[src/logic/embd_params.svh]
// Offsets, field positions, reset values and address bounds of the bus front end
`ifndef EMBD_PARAMS_SVH
`define EMBD_PARAMS_SVH
`define EMBD_WAIT_CONTROL_IDX 12'h0a7
`define EMBD_CONFIG_IDX 12'h0a8
`define EMBD_STATUS_IDX 12'h0a9
`define EMBD_WAIT_CONTROL_RST 8'h00
`define EMBD_CONFIG_RST 16'h0000
`define EMBD_WIE_BIT 0
`define EMBD_WCE_BIT 1
`define EMBD_MSS_LSB 0
`define EMBD_PAGE_BIT 2
`define EMBD_MIRROR_N_BIT 3
`define EMBD_ROM_LSB 4
`define EMBD_RAM1K_BIT 6
`define EMBD_WS_LSB 8
`define EMBD_REGFILE_TOP 24'h00001f
`define EMBD_BITRAM_TOP 24'h00007f
`define EMBD_RAM512_TOP 24'h00021f
`define EMBD_RAM1K_TOP 24'h00041f
`define EMBD_MIRROR_BASE 24'h00e000
`define EMBD_SEG_TOP 24'h00ffff
`define EMBD_LEGACY_TOP 24'h7fffff
`define EMBD_EXT1_TOP 24'h01ffff
`define EMBD_RSVD_TOP 24'hfdffff
`define EMBD_CODE8K_TOP 24'hff1fff
`define EMBD_CODE16K_TOP 24'hff3fff
`define EMBD_FF_BASE 24'hff0000
`define EMBD_CFG_ARRAY_BASE 24'hfffff8
`define EMBD_MIRROR_TARGET 24'hff2000
`endif

[src/logic/embd_pkg.sv]
// Types shared by the external memory bus front end
package embd_pkg;
	typedef enum logic [2:0] {MD_DIRECT, MD_INDIRECT, MD_REGISTER, MD_BIT, MD_FETCH} embd_mode_e;
	typedef enum logic [2:0] {RG_REGFILE, RG_RAM, RG_EXT, RG_CODE, RG_RSVD, RG_CFG, RG_SFR}
		embd_region_e;
	typedef enum logic [1:0] {ROM_NONE, ROM_8K, ROM_16K, ROM_SPARE} embd_rom_e;
	typedef struct packed {
		logic [23:0] addr;
		logic write;
		logic sfr;
		embd_mode_e mode;
		logic [7:0] wdata;
	} embd_req_s;
	typedef struct packed {
		embd_region_e region;
		logic [23:0] addr;
		logic [7:0] rdata;
		logic illegal;
		logic undefined;
	} embd_rsp_s;
endpackage

[src/logic/embd_bus.sv]
// External memory bus front end: address decode, strobes, waits, wait clock
//
// Implementation choice: the AXI4-Lite interface to the registers.
`timescale 1ns/1ps
`include "embd_params.svh"
module embd_bus (
	input wire logic aclk,
	input wire logic aresetn,
	input wire logic [11:0] s_axi_awaddr,
	input wire logic s_axi_awvalid,
	output logic s_axi_awready,
	input wire logic [31:0] s_axi_wdata,
	input wire logic [3:0] s_axi_wstrb,
	input wire logic s_axi_wvalid,
	output logic s_axi_wready,
	output logic [1:0] s_axi_bresp,
	output logic s_axi_bvalid,
	input wire logic s_axi_bready,
	input wire logic [11:0] s_axi_araddr,
	input wire logic s_axi_arvalid,
	output logic s_axi_arready,
	output logic [31:0] s_axi_rdata,
	output logic [1:0] s_axi_rresp,
	output logic s_axi_rvalid,
	input wire logic s_axi_rready,
	input wire embd_pkg::embd_req_s req,
	input wire logic req_valid,
	output logic req_ready,
	output embd_pkg::embd_rsp_s rsp,
	output logic rsp_valid,
	output logic boot_internal,
	input wire logic external_access_select_n,
	input wire logic wait_n,
	input wire logic gpio_p17,
	input wire logic gpio_p37,
	output logic p1_7_out,
	output logic p3_7_out,
	output logic program_store_strobe_n,
	output logic write_strobe_n,
	output logic addr_latch,
	output logic [7:0] p0_out,
	output logic p0_oe,
	input wire logic [7:0] p0_in,
	output logic [7:0] p2_out,
	output logic p2_oe,
	input wire logic [7:0] p2_in
);
	import embd_pkg::*;
	typedef enum logic [1:0] {BS_IDLE, BS_ADDR, BS_DATA, BS_DONE} embd_state_e;

	// Index times four still fits the 12-bit register bus
	localparam logic [11:0] WAIT_CONTROL_ADDR = `EMBD_WAIT_CONTROL_IDX << 2;
	localparam logic [11:0] CONFIG_ADDR = `EMBD_CONFIG_IDX << 2;
	localparam logic [11:0] STATUS_ADDR = `EMBD_STATUS_IDX << 2;

	logic [7:0] wait_control_r;
	logic [15:0] config_r;
	embd_state_e state_r;
	embd_req_s cur_r;
	embd_rsp_s rsp_r;
	logic [1:0] ws_cnt_r;
	logic wclk_r;
	logic program_store_strobe_n_k_r, rd_k_r, wr_k_r;
	logic ea_r, started_r;
	logic aw_hold_r, w_hold_r, bvalid_r, rvalid_r;
	logic [11:0] aw_addr_r;
	logic [31:0] w_data_r, rdata_r;
	logic [3:0] w_strb_r;
	logic [1:0] bresp_r, rresp_r;

	wire logic wie = wait_control_r[`EMBD_WIE_BIT];
	wire logic wce = wait_control_r[`EMBD_WCE_BIT];
	wire logic [1:0] mss = config_r[`EMBD_MSS_LSB +: 2];
	wire logic page_mode = config_r[`EMBD_PAGE_BIT];
	wire logic code_mirror_map_n = config_r[`EMBD_MIRROR_N_BIT];
	wire embd_rom_e rom = embd_rom_e'(config_r[`EMBD_ROM_LSB +: 2]);
	wire logic ram_1k = config_r[`EMBD_RAM1K_BIT];
	wire logic [1:0] prog_ws = config_r[`EMBD_WS_LSB +: 2];

	// Region decode of a 24-bit internal address
	function automatic embd_region_e decode(input logic [23:0] a, input logic wr,
		input logic sfr, input logic ea);
		logic [23:0] ram_top;
		ram_top = ram_1k ? `EMBD_RAM1K_TOP : `EMBD_RAM512_TOP;
		if (sfr)
			return RG_SFR;
		if (a <= `EMBD_REGFILE_TOP)
			return RG_REGFILE;
		if (a <= ram_top)
			return RG_RAM;
		if (a <= `EMBD_RAM1K_TOP)
			return RG_RSVD;
		if (a >= `EMBD_MIRROR_BASE && a <= `EMBD_SEG_TOP)
			return (rom == ROM_16K && !code_mirror_map_n && ea && !wr) ? RG_CODE : RG_EXT;
		if (a <= `EMBD_EXT1_TOP)
			return RG_EXT;
		if (a <= `EMBD_RSVD_TOP)
			return RG_RSVD;
		if (a >= `EMBD_CFG_ARRAY_BASE)
			return RG_CFG;
		if (a >= `EMBD_FF_BASE && ((rom == ROM_8K && a <= `EMBD_CODE8K_TOP) ||
			(rom == ROM_16K && a <= `EMBD_CODE16K_TOP)))
			return RG_CODE;
		return RG_EXT;
	endfunction

	// Addressing mode allowed for an address
	function automatic logic mode_ok(input logic [23:0] a, input embd_mode_e m);
		if (m == MD_FETCH)
			return 1'b1;
		if (a > `EMBD_SEG_TOP)
			return m == MD_INDIRECT;
		if (m == MD_BIT)
			return a > `EMBD_REGFILE_TOP && a <= `EMBD_BITRAM_TOP;
		if (m == MD_REGISTER)
			return a <= `EMBD_REGFILE_TOP;
		return 1'b1;
	endfunction

	wire embd_region_e req_region = decode(req.addr, req.write, req.sfr, ea_r);
	wire logic req_legal = mode_ok(req.addr, req.mode) && req_region != RG_CFG;
	wire logic req_ext = req_legal && req_region == RG_EXT;
	wire logic accept = req_valid && req_ready;
	wire logic legacy = req.addr <= `EMBD_SEG_TOP;
	// mirror lands in upper code half
	wire logic mirrored = req_region == RG_CODE && legacy;
	wire logic [23:0] rsp_addr = mirrored ?
		req.addr - `EMBD_MIRROR_BASE + `EMBD_MIRROR_TARGET : req.addr;
	wire logic k_program_store_strobe_n = !req.write && (mss != 2'b11 || req.addr > `EMBD_LEGACY_TOP);
	wire logic k_rd = !req.write && mss == 2'b11 && req.addr <= `EMBD_LEGACY_TOP;
	wire logic k_wr = req.write && (mss != 2'b11 || legacy);
	wire logic stall = wie && !wait_n;
	wire logic data_end = state_r == BS_DATA && ws_cnt_r == 2'd0 && !stall;
	wire logic [7:0] read_byte = page_mode ? p2_in : p0_in;

	assign req_ready = state_r == BS_IDLE && started_r;
	assign rsp = rsp_r;
	assign rsp_valid = state_r == BS_DONE;

	always_ff @(posedge aclk)
	begin
		if (!aresetn)
		begin
			state_r <= BS_IDLE;
			cur_r <= '0;
			rsp_r <= '0;
			ws_cnt_r <= 2'd0;
			program_store_strobe_n_k_r <= 1'b0;
			rd_k_r <= 1'b0;
			wr_k_r <= 1'b0;
		end
		else
		begin
			case (state_r)
				BS_IDLE:
				begin
					if (accept)
					begin
						cur_r <= req;
						program_store_strobe_n_k_r <= k_program_store_strobe_n;
						rd_k_r <= k_rd;
						wr_k_r <= k_wr;
						ws_cnt_r <= prog_ws;
						rsp_r <= '{req_region, rsp_addr, 8'h00, !req_legal,
							req_region == RG_RSVD};
						state_r <= req_ext ? BS_ADDR : BS_DONE;
					end
				end
				BS_ADDR:
					state_r <= BS_DATA;
				BS_DATA:
				begin
					if (ws_cnt_r != 2'd0)
						ws_cnt_r <= ws_cnt_r - 2'd1;
					if (data_end)
					begin
						rsp_r.rdata <= cur_r.write ? 8'h00 : read_byte;
						state_r <= BS_DONE;
					end
				end
				BS_DONE:
					state_r <= BS_IDLE;
				default:
					state_r <= BS_IDLE;
			endcase
		end
	end

	always_ff @(posedge aclk)
	begin
		if (!aresetn)
		begin
			started_r <= 1'b0;
			ea_r <= 1'b0;
		end
		else if (!started_r)
		begin
			started_r <= 1'b1;
			ea_r <= external_access_select_n;
		end
	end
	assign boot_internal = started_r && ea_r && rom != ROM_NONE;

	always_ff @(posedge aclk)
	begin
		if (!aresetn || !wce)
			wclk_r <= 1'b0;
		else
			wclk_r <= !wclk_r;
	end

	wire logic in_data = state_r == BS_DATA;
	wire logic in_cycle = state_r == BS_ADDR || in_data;
	assign addr_latch = state_r == BS_ADDR;
	assign program_store_strobe_n = !(in_data && program_store_strobe_n_k_r);
	assign write_strobe_n = !(in_data && wr_k_r);
	// port 1 bit 7 carries A17 when mss is 00, else the wait clock when wce is set, else gpio_p17
	assign p1_7_out = mss == 2'b00 ? (cur_r.addr[17] && in_cycle) : (wce ? wclk_r : gpio_p17);
	assign p3_7_out = mss == 2'b11 ? !(in_data && rd_k_r) :
		(mss == 2'b10 ? gpio_p37 : (cur_r.addr[16] && in_cycle));
	assign p0_out = (page_mode || !in_data) ? cur_r.addr[7:0] : cur_r.wdata;
	assign p0_oe = in_cycle && (page_mode || !in_data || cur_r.write);
	assign p2_out = (page_mode && in_data) ? cur_r.wdata : cur_r.addr[15:8];
	assign p2_oe = in_cycle && (!page_mode || !in_data || cur_r.write);

	// Register slave: one write and one read at a time
	wire logic aw_take = s_axi_awvalid && s_axi_awready;
	wire logic w_take = s_axi_wvalid && s_axi_wready;
	wire logic do_write = aw_hold_r && w_hold_r && !bvalid_r;
	wire logic [11:0] wr_addr = {aw_addr_r[11:2], 2'b00};
	wire logic [11:0] rd_addr = {s_axi_araddr[11:2], 2'b00};
	wire logic wr_mapped = wr_addr == WAIT_CONTROL_ADDR || wr_addr == CONFIG_ADDR ||
		wr_addr == STATUS_ADDR;
	assign s_axi_awready = !aw_hold_r && !bvalid_r;
	assign s_axi_wready = !w_hold_r && !bvalid_r;
	assign s_axi_bvalid = bvalid_r;
	assign s_axi_bresp = bresp_r;
	assign s_axi_arready = !rvalid_r;
	assign s_axi_rvalid = rvalid_r;
	assign s_axi_rdata = rdata_r;
	assign s_axi_rresp = rresp_r;

	always_ff @(posedge aclk)
	begin
		if (!aresetn)
		begin
			aw_hold_r <= 1'b0;
			w_hold_r <= 1'b0;
			bvalid_r <= 1'b0;
			bresp_r <= 2'b00;
			aw_addr_r <= 12'h000;
			w_data_r <= 32'h0000_0000;
			w_strb_r <= 4'h0;
			wait_control_r <= `EMBD_WAIT_CONTROL_RST;
			config_r <= `EMBD_CONFIG_RST;
		end
		else
		begin
			if (aw_take)
			begin
				aw_hold_r <= 1'b1;
				aw_addr_r <= s_axi_awaddr;
			end
			if (w_take)
			begin
				w_hold_r <= 1'b1;
				w_data_r <= s_axi_wdata;
				w_strb_r <= s_axi_wstrb;
			end
			if (do_write)
			begin
				aw_hold_r <= 1'b0;
				w_hold_r <= 1'b0;
				bvalid_r <= 1'b1;
				bresp_r <= wr_mapped ? 2'b00 : 2'b10;
				if (wr_addr == WAIT_CONTROL_ADDR && w_strb_r[0])
					wait_control_r <= w_data_r[7:0];
				if (wr_addr == CONFIG_ADDR && w_strb_r[0])
					config_r[7:0] <= w_data_r[7:0];
				if (wr_addr == CONFIG_ADDR && w_strb_r[1])
					config_r[15:8] <= w_data_r[15:8];
			end
			else if (bvalid_r && s_axi_bready)
				bvalid_r <= 1'b0;
		end
	end

	always_ff @(posedge aclk)
	begin
		if (!aresetn)
		begin
			rvalid_r <= 1'b0;
			rdata_r <= 32'h0000_0000;
			rresp_r <= 2'b00;
		end
		else if (s_axi_arvalid && s_axi_arready)
		begin
			rvalid_r <= 1'b1;
			rresp_r <= 2'b00;
			if (rd_addr == WAIT_CONTROL_ADDR)
				rdata_r <= {24'h000000, wait_control_r};
			else if (rd_addr == CONFIG_ADDR)
				rdata_r <= {16'h0000, config_r};
			else if (rd_addr == STATUS_ADDR)
				rdata_r <= {26'h0000000, ea_r, wclk_r, wait_n, state_r != BS_IDLE, state_r};
			else
			begin
				rdata_r <= 32'h0000_0000;
				rresp_r <= 2'b10;
			end
		end
		else if (rvalid_r && s_axi_rready)
			rvalid_r <= 1'b0;
	end
endmodule

[config.mk]
export PLATFORM = sky130hd
export DESIGN_NAME = embd_bus
export DESIGN_NICKNAME = d
export VERILOG_FILES = /design/src/logic/embd_pkg.sv /design/src/logic/embd_bus.sv
export VERILOG_INCLUDE_DIRS = /design/src /design/src/logic
export SDC_FILE = /design/constraint.sdc
export NUM_CORES = 1
export LEC_CHECK = 0
export BUFFER_PORTS_ARGS = -buffer_cell sky130_fd_sc_hd__buf_4
export CELL_PAD_IN_SITES_DETAIL_PLACEMENT = 0
export CELL_PAD_IN_SITES_GLOBAL_PLACEMENT = 1
export CORE_MARGIN = 2
export CORE_UTILIZATION = 33
export DETAILED_ROUTE_END_ITERATION = 8
export PLACE_DENSITY_LB_ADDON = 0.12
export SETUP_SLACK_MARGIN = 0.2
export SKIP_LAST_GASP = 1
export SYNTH_ARGS = -nofsm -noshare
export SYNTH_HDL_FRONTEND = slang
export SYNTH_SLANG_ARGS = --single-unit
[constraint.sdc]
create_clock -name aclk -period 1.89 [get_ports aclk]
set_input_delay 0.189 -clock aclk [delete_from_list [all_inputs] [get_ports aclk]]
set_output_delay 0.189 -clock aclk [all_outputs]
set_load 0.05 [all_outputs]
==> results.toml <==
[job]
drv_cap = 0

[critical_path]
cp_max_fo = 5
crit_family = "flip-flops"
crit_required_ps = 1700
worstSetupStartpointType = "flop"
worstSetupPathType = "flop to output pin"
rrSetupSlack_ps = 70
arrival_ps = 1740
cp_slowest_cell = "dfxtp_4"
endpoint_kind = "output pin"
path_buf_inv = 3
path_cells = "inv_4, ha_4, nand2b_4, buf_6, mux2_4, buf_8"
cpPeakStageDelay_ps = 360

[drt]
ant_nets = 0
dr_wl_met3_um = 761
routedWlPerCell_um = 15.48
drt-pass1-iter-count = 5
top_layer_used = "met4"
dr_total_vias = 6171
viasPerCell = 4.780
drc = 0
wl_met2_um = 9904
wl_um = 19980
drt-initial-drc-count = 245
wl_met1_um = 9071

[run_status]
status = "finished with violations"
violations = "negative setup slack"

[global_routing]
grt_usage = 0.1857
grt.overflow.total = 0
antenna_found_initial = 0
grt_max_degree = 41
grt_pass1_vias = 5951
grt_pass1_wl_um = 31540

[cts]
cts_tree = "yes"
path_clk_slew_ps = 60
ctsHtreeMaxLevel = 4
cts.sinks = 134
clkLatencyLatePin_ps = 430
clockBufferDepth = 2
cts_root_buf = "clkbuf_16"
cts-buffers-inserted = 17

[power]
pwr-share-seq = 0.299
p_int_mw = 7.008
swShare = 0.3580
power_mw = 10.92
irDropWorstVdd_mv = 0.6544
powerDensity_nw_per_um2 = 1099
pwr-share-clk = 0.332
pwr-share-comb = 0.369
p_sw_mw = 3.909
power.static_leakage_nw = 4.144

[synthesis]
synthMuxAreaShare = 0.07628
synth_cell_types = 70
ys_ff_latch = 134
yosys-top-cells-area = "dfxtp_1 40%, nand2_1 9.1%, a21boi_0 8.4%, mux2i_1 4.9%, buf_4 3.8%"
syn_area_um2 = 6693
synth_top_cell_by_area = "dfxtp_1"
synth-compound-area-share = 0.1942
netlist_instances = 782
synthXorXnorAreaFrac = 0
synth-edff-count = 0
synth.most_common_cell = "nand2_1"
synth-adder-area-share = 0.02056
ys_warn_count = 0
netlist_top_cells_count = "162 x nand2_1, 134 x dfxtp_1, 75 x a21boi_0"
synth_simple_gate_area_share = 0.2361
synthFlopType = "dfxtp_1"
synthArstFlopShare = 0
seq_area_frac_synth = 0.4008
yosysTopAreaCellShare = 0.4008
avgSynthCellArea_um2 = 8.558
synth_top_family_by_area = "simple AND/OR/NAND/NOR gates"

[floorplan]
die_area_um2 = 21440
die_h_um = 146.4
core_area_um2 = 20040
initial_core_util = 0.3340
fp.dieW_um = 146.4
io_pins = 229
rows = 52

[timing]
rsz0062_at_grt = "yes"
drv_slew = 0
finalWorstSetupSlack_ps = -36.19
slew-limit-headroom = 0.6160
finalCriticalPeriod_ps = 1926
skew_ps = 8.632
worstMarginPinSlew_ps = 576.0
post-route-period-util = 1.019
setup_viol = 8
finalHoldViolCount = 0
max_freq_mhz = 519.2

[placed_design]
pre_cts_ws_ps = -217.8
gp_congestion = 0.7997
port_buffers = 188
dp_hpwl_um = 14390

[cells_and_area]
area_delta_synth_final_pct = 48.44
diodes = 0
fin_nets = 1144
drive_gt1_frac = 0.3702

[min_path]
hp-class = "primary input to flop"
area by class of cell:
type	count	area (um2)
fill	1999	10100
multi-input combinational	575	3939
sequential	134	2704
timing repair buffer	263	2221
clock buffer	17	425.4
tap	270	337.8
clock inverter	15	217.7
inverter	17	90.09
sequential cells by signal, summed over array words and instances (netlist names), 2 cells and up:
register	count
w_data_r	16
cur_r	27
wait_control_r	8
aw_addr_r	10
w_strb_r	2
s_axi_rdata	16
state_r	2
rsp	23
ws_cnt_r	2
config_r	16
cells by family after synthesis:
logic type                 after synthesis
AOI/OAI and AO/OA                      182
adders and majority gates               11
buffers and inverters                   90
DFF                                    134
muxes                                   49
other                                    1
and+or+nand+nor                        315
worst register-to-register path, delay by kind of cell (launching register included):
family	cells	cell delay, ps
adder cells (fa/ha/maj)	1	270
flip-flops	1	380
AND/OR/NAND/NOR	2	220
AO/OA/AOI/OAI	3	790
buffers and inverters	1	50
layout by cell type, fill, tap and decap left out, types with 6 or more instances in the layout:
cell       count
inv_1         11
and2_1         9
a21boi_0      68
or3_1          9
dfxtp_1      125
nand4_1        8
buf_12         8
nor3_1         6
ha_1           6
a31oi_1       14
buf_4        228
nor2_1        23
buf_8          9
nor2b_1       30
a21boi_1      11
nand3_1       11
mux2i_1       31
conb_1        18
o21ai_0       27
buf_6         15
nand2_1      159
clkbuf_16     18
a21oi_1       14
mux2_4         9
mux2_2         7
power groups by stage:
stage	clock [mW]	combinational, mW	sequential [mW]
final	3.62	4.03	3.27
after global routing	3.81	4.29	3.30
after CTS	3.71	3.94	3.27
after detailed placement	0	3.30	3.33
after global placement	0	3.30	3.33
after floorplan	0	1.98	3.60
metrics by stage:
stage               area [um2]  hold WS [ps]    util  setup TNS (ps)  cells
floorplan                 6872         216.7       -               0    799
global placement          8681         439.2  0.4332           -2254   1237
detailed placement        8681         452.3  0.4332           -2198   1237
CTS                       9793        0.4672  0.4887          -309.3   1286
global route              9935         12.95  0.4958          -837.9   1291
finish                    9935         16.28  0.4958          -228.9   1291
what timing repair did:
item,4_1_cts,5_1_grt
cloned,1,1
hold buffers,2,0
pin swaps,28,8
gates resized for setup,81,16
setup buffers,14,4
endpoints found under the hold margin,2,0
setup endpoints to repair,71,72
path summary, 6_finish.rpt:
kind / start / to / cells after the start
hold / removal: s_axi_rready / s_axi_rvalid / 3
setup reg to reg: config_r[6] / rsp[0] / 7
hold reg to reg: ws_cnt_r[1] / ws_cnt_r[1] / 2
setup / recovery: state_r[0] / p0_out[6] / 6
layer usage:
| metal | vias up | track usage |
|---|---|---|
| li1 | 3138 | - |
| met1 | 2884 | 0.2319 |
| met2 | 132 | 0.3243 |
| met3 | 17 | 0.03625 |
| met4 | 0 | 0.05680 |
| met5 | - | 0 |
Note: power is estimated with default switching activity, not from simulation.
